===== src/design/pdc_pkg.sv =====
// Purpose: shared constants and types for the phy port status and diagnostic block
// Assumes: 8-bit registers on a plain strobe port, 25 MHz clock
// Notes: register offsets are local word indices on that port
package pdc_pkg;

  // ==========================================================
  // register offsets
  localparam logic [3:0] OFS_LINK_STAT = 4'h0;
  localparam logic [3:0] OFS_CABLE_CTRL = 4'h1;
  localparam logic [3:0] OFS_AUX_STAT = 4'h2;
  localparam logic [3:0] OFS_IRQ_STAT = 4'h3;
  localparam logic [3:0] OFS_IRQ_MASK = 4'h4;

  // ==========================================================
  // field positions
  localparam int LS_TXFC = 4;
  localparam int LS_RXFC = 3;
  localparam int LS_SPEED = 2;
  localparam int LS_DUPLEX = 1;
  localparam int CT_SHORT = 7;
  localparam int CT_RES_HI = 6;
  localparam int CT_RES_LO = 5;
  localparam int CT_GO = 4;
  localparam int CT_FORCE = 3;
  localparam int CT_PSAVE = 2;
  localparam int CT_RLOOP = 1;
  localparam int CT_CNT8 = 0;
  localparam int AUX_LINK = 0;
  localparam int IRQ_DONE = 0;
  localparam int IRQ_LINK = 1;

  // ==========================================================
  // reset values and writable masks
  localparam logic [7:0] CTRL_RST = 8'h00;
  localparam logic [7:0] CTRL_WMASK = 8'h0E;
  localparam logic [7:0] MASK_RST = 8'h00;
  localparam logic [7:0] MASK_WMASK = 8'h03;
  localparam logic [7:0] IRQ_RST = 8'h00;

  // ==========================================================
  // cable test outcome codes
  localparam logic [1:0] OUT_NORMAL = 2'h0;
  localparam logic [1:0] OUT_OPEN = 2'h1;
  localparam logic [1:0] OUT_SHORT = 2'h2;
  localparam logic [1:0] OUT_FAILED = 2'h3;

  // ==========================================================
  // timing
  localparam int CLK_MHZ = 25;
  localparam int TEST_TIMEOUT_US = 100;
  localparam int TEST_TIMEOUT_CYC = TEST_TIMEOUT_US * CLK_MHZ;

  // ==========================================================
  // carriers
  typedef struct packed {
    logic tx_fc;
    logic rx_fc;
    logic speed100;
    logic full_duplex;
    logic link_det;
  } pdc_link_type;

  typedef struct packed {
    logic short10;
    logic [1:0] outcome;
    logic [8:0] count;
  } pdc_cable_type;

endpackage : pdc_pkg


===== src/design/pdc_cable_test.sv =====
// Purpose: cable diagnostic sequencer, tracks a run of the analog engine and holds its result
// Assumes: engine answers with a one-cycle done pulse and a result valid in that cycle
// Notes: a silent engine is reported as a failed test after a timeout
`timescale 1ns/1ps
`default_nettype none
module pdc_cable_test
  import pdc_pkg::*;
#(
  parameter int TIMEOUT_CYC = TEST_TIMEOUT_CYC
) (
  input wire logic clk_i,
  input wire logic rst_i,
  input wire logic start_i,
  input wire logic eng_done_i,
  input wire pdc_cable_type eng_res_i,
  output logic run_o,
  output logic done_o,
  output pdc_cable_type res_o
);

  localparam int CW = $clog2(TIMEOUT_CYC + 1);
  localparam logic [CW-1:0] LAST = CW'(TIMEOUT_CYC - 1);

  typedef enum logic [0:0] {CT_IDLE, CT_RUN} pdc_ct_state_type;

  pdc_ct_state_type state_ff, nxt_state;
  logic [CW-1:0] cnt_ff, nxt_cnt;
  logic run_ff, nxt_run;
  logic done_ff, nxt_done;
  pdc_cable_type res_ff, nxt_res;

  // ==========================================================
  // sequencer next state
  always_comb begin
    nxt_state = state_ff;
    nxt_cnt = cnt_ff;
    nxt_run = run_ff;
    nxt_done = 1'b0;
    nxt_res = res_ff;
    case (state_ff)
      CT_IDLE: begin
        if (start_i) begin
          nxt_state = CT_RUN;
          nxt_cnt = '0;
          nxt_run = 1'b1;
        end
      end
      CT_RUN: begin
        if (eng_done_i) begin
          nxt_res = eng_res_i;
          nxt_done = 1'b1;
          nxt_run = 1'b0;
          nxt_state = CT_IDLE;
        end else if (cnt_ff == LAST) begin
          nxt_res = '{short10: 1'b0, outcome: OUT_FAILED, count: 9'h000};
          nxt_done = 1'b1;
          nxt_run = 1'b0;
          nxt_state = CT_IDLE;
        end else begin
          nxt_cnt = cnt_ff + CW'(1);
        end
      end
      default: begin
        nxt_state = CT_IDLE;
        nxt_run = 1'b0;
      end
    endcase
  end

  // sequencer registers
  always_ff @(posedge clk_i or posedge rst_i) begin
    if (rst_i) begin
      state_ff <= CT_IDLE;
      cnt_ff <= '0;
      run_ff <= 1'b0;
      done_ff <= 1'b0;
      res_ff <= '0;
    end else begin
      state_ff <= nxt_state;
      cnt_ff <= nxt_cnt;
      run_ff <= nxt_run;
      done_ff <= nxt_done;
      res_ff <= nxt_res;
    end
  end

  assign run_o = run_ff;
  assign done_o = done_ff;
  assign res_o = res_ff;

endmodule : pdc_cable_test
`default_nettype wire


===== src/design/pdc_port_regs.sv =====
// Purpose: per-port status, cable test control and power/loopback controls
// Assumes: link status inputs come resolved from the phy core, synchronous to clk_i
// Notes: read data stands only in the cycle after the read strobe
//
// Operation
// - status bit reads one while transmit flow control is resolved active.
// - status bit reads one while receive flow control is active.
// - speed bit reads one at 100 Mbps, zero at 10 Mbps.
// - duplex bit reads one for full duplex, zero otherwise.
// - short flag set when test finds a short under ten metres.
// - outcome field: 00 normal, 01 open, 10 short, 11 test failed.
// - writing one to go starts a test; bit self-clears when finished.
// - provide bit 8 of fault count; distance about 0.4 m per count.
// - power saving control bit enables power saving when one.
// - remote loopback bit loops receive pair to transmit pair at the medium layers.
`timescale 1ns/1ps
`default_nettype none
module pdc_port_regs
  import pdc_pkg::*;
#(
  parameter int TIMEOUT_CYC = TEST_TIMEOUT_CYC
) (
  input wire logic clk_i,
  input wire logic rst_i,
  input wire logic [3:0] addr_i,
  input wire logic [7:0] wdata_i,
  input wire logic wr_i,
  input wire logic rd_i,
  output logic [7:0] rdata_o,
  input wire pdc_link_type link_i,
  input wire logic eng_done_i,
  input wire pdc_cable_type eng_res_i,
  output logic eng_start_o,
  output logic psave_o,
  output logic rloop_o,
  output logic link_pass_o,
  output logic irq_o
);

  // ==========================================================
  // state
  pdc_link_type stat_ff, nxt_stat;
  logic [7:0] ctrl_ff, nxt_ctrl;
  logic [7:0] rdata_ff, nxt_rdata;
  logic [7:0] ist_ff, nxt_ist;
  logic [7:0] mask_ff, nxt_mask;
  logic link_ff, nxt_link;
  logic irq_ff, nxt_irq;
  logic start_ff, nxt_start;
  logic wr_ctrl, rd_irq;
  logic cdt_run, cdt_done;
  pdc_cable_type cres;
  logic [7:0] events;

  assign wr_ctrl = wr_i && (addr_i == OFS_CABLE_CTRL);
  assign rd_irq = rd_i && (addr_i == OFS_IRQ_STAT);

  // ==========================================================
  // cable test sequencer
  pdc_cable_test #(
    .TIMEOUT_CYC(TIMEOUT_CYC)
  ) u_cable_test (
    .clk_i(clk_i),
    .rst_i(rst_i),
    .start_i(start_ff),
    .eng_done_i(eng_done_i),
    .eng_res_i(eng_res_i),
    .run_o(cdt_run),
    .done_o(cdt_done),
    .res_o(cres)
  );

  // ==========================================================
  // control register and start request
  always_comb begin
    nxt_ctrl = ctrl_ff;
    nxt_start = 1'b0;
    if (wr_ctrl) begin
      nxt_ctrl = wdata_i & CTRL_WMASK;
      // a go write during a running test is ignored
      nxt_start = wdata_i[CT_GO] && !cdt_run && !start_ff;
    end
  end

  // control registers
  always_ff @(posedge clk_i or posedge rst_i) begin
    if (rst_i) begin
      ctrl_ff <= CTRL_RST;
      start_ff <= 1'b0;
    end else begin
      ctrl_ff <= nxt_ctrl;
      start_ff <= nxt_start;
    end
  end

  assign psave_o = ctrl_ff[CT_PSAVE];
  assign rloop_o = ctrl_ff[CT_RLOOP];
  assign eng_start_o = start_ff;

  // ==========================================================
  // link status capture and link pass
  always_comb begin
    nxt_stat = link_i;
    nxt_link = ctrl_ff[CT_FORCE] | link_i.link_det;
  end

  // link registers
  always_ff @(posedge clk_i or posedge rst_i) begin
    if (rst_i) begin
      stat_ff <= '0;
      link_ff <= 1'b0;
    end else begin
      stat_ff <= nxt_stat;
      link_ff <= nxt_link;
    end
  end

  assign link_pass_o = link_ff;

  // ==========================================================
  // interrupt status, mask and output
  always_comb begin
    events = 8'h00;
    events[IRQ_DONE] = cdt_done;
    events[IRQ_LINK] = nxt_link ^ link_ff;
    // a new event wins over the clear-on-read
    nxt_ist = (rd_irq ? 8'h00 : ist_ff) | events;
    nxt_mask = mask_ff;
    if (wr_i && (addr_i == OFS_IRQ_MASK)) begin
      nxt_mask = wdata_i & MASK_WMASK;
    end
    nxt_irq = |(nxt_ist & nxt_mask);
  end

  // interrupt registers
  always_ff @(posedge clk_i or posedge rst_i) begin
    if (rst_i) begin
      ist_ff <= IRQ_RST;
      mask_ff <= MASK_RST;
      irq_ff <= 1'b0;
    end else begin
      ist_ff <= nxt_ist;
      mask_ff <= nxt_mask;
      irq_ff <= nxt_irq;
    end
  end

  assign irq_o = irq_ff;

  // ==========================================================
  // read data, valid one cycle after the strobe
  always_comb begin
    nxt_rdata = 8'h00;
    if (rd_i) begin
      case (addr_i)
        OFS_LINK_STAT: begin
          nxt_rdata[LS_TXFC] = stat_ff.tx_fc;
          nxt_rdata[LS_RXFC] = stat_ff.rx_fc;
          nxt_rdata[LS_SPEED] = stat_ff.speed100;
          nxt_rdata[LS_DUPLEX] = stat_ff.full_duplex;
        end
        OFS_CABLE_CTRL: begin
          nxt_rdata = ctrl_ff;
          nxt_rdata[CT_SHORT] = cres.short10;
          nxt_rdata[CT_RES_HI:CT_RES_LO] = cres.outcome;
          nxt_rdata[CT_GO] = cdt_run | start_ff;
          nxt_rdata[CT_CNT8] = cres.count[8];
        end
        OFS_AUX_STAT: nxt_rdata[AUX_LINK] = link_ff;
        OFS_IRQ_STAT: nxt_rdata = ist_ff;
        OFS_IRQ_MASK: nxt_rdata = mask_ff;
        default: nxt_rdata = 8'h00;
      endcase
    end
  end

  // read data register
  always_ff @(posedge clk_i or posedge rst_i) begin
    if (rst_i) begin
      rdata_ff <= 8'h00;
    end else begin
      rdata_ff <= nxt_rdata;
    end
  end

  assign rdata_o = rdata_ff;
endmodule : pdc_port_regs
`default_nettype wire


===== config.mk =====
export PLATFORM = sky130hd
export DESIGN_NAME = pdc_port_regs
export DESIGN_NICKNAME = d
export VERILOG_FILES = /design/src/design/pdc_pkg.sv /design/src/design/pdc_cable_test.sv /design/src/design/pdc_port_regs.sv
export SDC_FILE = /design/constraint.sdc
export NUM_CORES = 1
export LEC_CHECK = 0
export BUFFER_PORTS_ARGS = -buffer_cell sky130_fd_sc_hd__buf_2
export CAP_MARGIN = 20
export CORE_MARGIN = 5
export CORE_UTILIZATION = 48
export CTS_BUF_LIST = sky130_fd_sc_hd__clkbuf_4 sky130_fd_sc_hd__clkbuf_8
export DETAILED_ROUTE_END_ITERATION = 7
export PLACE_DENSITY = 0.71
export SYNTH_ARGS = -nofsm -noshare
export SYNTH_HDL_FRONTEND = slang
export SYNTH_HIERARCHICAL = 1
export SYNTH_SLANG_ARGS = --single-unit

===== constraint.sdc =====
create_clock -name clk_i -period 3.05 [get_ports clk_i]
set_clock_uncertainty 0.1 [all_clocks]
set_input_delay 0.305 -clock clk_i [delete_from_list [all_inputs] [get_ports clk_i]]
set_output_delay 0.305 -clock clk_i [all_outputs]
set_load 0.005 [all_outputs]

==> impl_metrics.env <==
export IMPL_slew_violations=0
export IMPL_drive_gt1_share_pct=23.29
export IMPL_layout_nets=284
export IMPL_worst_skew_pair_late_latency_ns=0.30
export IMPL_die_w_microns=81.21
export IMPL_via_per_inst=5.332
export IMPL_drt_initial_drc_count=111
export IMPL_period_needed_ns=2.020
export IMPL_status="finished, final reports clean"
export IMPL_fp_row_count=26
export IMPL_dp_cells=308
export IMPL_clk_pin_slew_worst_paths_ns=0.09
export IMPL_track_usage_pct=16.75
export IMPL_cts_root_buf="clkbuf_8"
export IMPL_h_tree_depth=2
export IMPL_fp_coreArea_sq_mm=0.005010
export IMPL_met1_length_microns=2452
export IMPL_drt_wirelength_per_cell_microns=15.50
export IMPL_worstSetupPathDepth=5
export IMPL_p_leak_nw=1.328
export IMPL_internal_power_mw=1.075
export IMPL_synth_avg_cell_area_sq_um=11.64
export IMPL_synth_cells=209
export IMPL_startpoint="addr_i[2]"
export IMPL_hold_path_class="in2reg"
export IMPL_grt_overflow_total=0
export IMPL_tightest_slew_ns=0.7430
export IMPL_criticalPathCategory="in2reg"
export IMPL_p_sw_mw=0.3789
export IMPL_die_area_sq_mm=0.006594
export IMPL_n_antenna_cell=0
export IMPL_dr_pass1_iters=4
export IMPL_fin_cells=319
export IMPL_area_delta_synth_final_pct=14.34
export IMPL_end_kind="flop"
export IMPL_arrival_ns=2.11
export IMPL_syn_num_nets=244
export IMPL_top_layer_used="met4"
export IMPL_netlist_area_sq_mm=0.002434
export IMPL_crit_family="simple AND/OR/NAND/NOR gates"
export IMPL_cp_cell_sequence="buf_2, nor3b_2, and3b_1, mux2_4, a221o_1"
export IMPL_drt_wl_total_microns=4944
export IMPL_rsz0062_at_grt="false"
export IMPL_vias=1701
export IMPL_grt_pass1_wl_microns=8438
export IMPL_required_ns=3.14
export IMPL_drc=0
export IMPL_setup_tns_ns=0
export IMPL_r2r_start="u_cable_test/cnt_ff[0]"
export IMPL_grt_max_degree=35
export IMPL_cts_tree="built"
export IMPL_fmax_mhz=495.1
export IMPL_cp_endpoint="irq_o"
export IMPL_irDropWorstVdd_v=0.0001927
export IMPL_hold_viol=0
export IMPL_antenna_found_initial=0
export IMPL_numCtsBuffers=5
export IMPL_drtAntennaViolNets=0
export IMPL_max_cap_violations=0
export IMPL_yosysWarnings=6
export IMPL_critPathMaxFanout=12
export IMPL_pwr_share_seq_pct=58.8
export IMPL_clock_tree_buffer_depth=2
export IMPL_r2r_setup_slack_ns=1.13
export IMPL_wl_met2_microns=2218
export IMPL_timing_rr_end="u_cable_test/cnt_ff[5]"
export IMPL_reg2reg_depth=5
export IMPL_initial_core_util_pct=48.58
export IMPL_first_global_vias=1688
export IMPL_p_per_area_mw_per_mm2=522.5
export IMPL_hpwl_microns=3571
export IMPL_switching_share_pct=26.06
export IMPL_io_pins=47
export IMPL_place_congestion=0.8457
export IMPL_p_comb_share_pct=13.7
export IMPL_cp_slowest_stage_delay_ns=0.47
export IMPL_setup_viol=0
export IMPL_critical_path_slowest_cell="and3b_1"
export IMPL_clock_power_share_pct=27.5
export IMPL_period_share_pct=66.22
export IMPL_met3_length_microns=210
export IMPL_slew_headroom_pct=50.41
export IMPL_port_buffer_count=35
export IMPL_fp_dieH_microns=81.21
export IMPL_clkSinkCount=53
export IMPL_crit_buf_inv=1
export IMPL_critPathLaunchType="primary input"
==> power by group through the flow <==
stage	clock network, mW	registers (mW)	logic [mW]
after floorplan	0	0.850	0.142
after global placement	0	0.867	0.191
after detailed placement	0	0.869	0.197
after CTS	0.409	0.855	0.201
after global routing	0.435	0.867	0.226
final	0.400	0.855	0.199
==> worst min-delay path by stage <==
stage	cells past startpoint	slack (ns)	startpoint	end
after floorplan	1	0.16	rst_i	u_cable_test/cnt_ff[0]
after global placement	1	0.31	link_i[3]	stat_ff[3]
after detailed placement	1	0.31	link_i[3]	stat_ff[3]
after CTS	1	0.0006	link_i[4]	stat_ff[4]
after global routing	1	0.01	link_i[1]	stat_ff[1]
final	1	0.004	link_i[1]	stat_ff[1]
==> through the flow <==
step	worst slack [ns]	instance area [sq um]	hold WS [ns]	total power [mW]	utilization (%)
after floorplan	1.219	2434	0.1561	0.9917	-
after global placement	0.7874	2653	0.3145	1.058	52.95
after detailed placement	0.7338	2653	0.3147	1.066	52.95
after CTS	1.053	2773	0.0006247	1.464	55.34
after global routing	0.9641	2783	0.01077	1.528	55.54
final	1.030	2783	0.004011	1.454	55.54
==> layer usage <==
layer / up-vias / track usage, %
met1: 822 / 24.96
met4: 0 / 4.561
met5: - / 0
met2: 32 / 24.63
li1: 841 / -
met3: 6 / 3.548
==> registers in the layout (all words and copies together) (netlist names), 3 cells and up <==
signal	count
ctrl_ff	3
ist_ff	8
mask_ff	8
rdata_o	8
stat_ff	4
u_cable_test/cnt_ff	12
u_cable_test/res_o	4
==> final cells by class <==
type	count	area [sq um]
clock buffers	7	90.09
fillers	452	2227
multi-input cells	138	1015
flip-flops and latches	53	1326
repair buffers	40	222.7
well taps	70	87.58
inverters	11	41.29
==> cell usage in the layout, fill, tap and decap left out, types with 3 or more instances in the layout <==
cell           instances
o21ai_0                9
nand3_1                7
nor2_1                12
mux2i_1                9
a21oi_1                3
and2_1                 6
buf_2                 35
clkbuf_8               6
o22a_1                 3
dfrtp_1               53
nor4_1                 5
a22o_1                 4
nand2_1               11
a2bb2oi_1              4
a22oi_1                5
nor2b_1                9
mux2_4                 5
dlygate4sd3_1          4
a21o_1                 3
nor3_1                 3
inv_1                 11
a221oi_1               4
nand3b_1               4
==> worst reg2reg max path, delay by kind of cell (launching register included) <==
family / cells / cell delay (ns)
DFF: 1 / 0.41
muxes: 1 / 0.13
and+or+nand+nor: 3 / 0.92
adders and majority gates: 1 / 0.26
==> timing repair <==
item                      CTS  global route
setup buffers               0             0
gates resized for setup     0             0
hold endpoints to repair   18             1
hold buffers                3             1
Note: power is estimated with default switching activity, not from simulation.
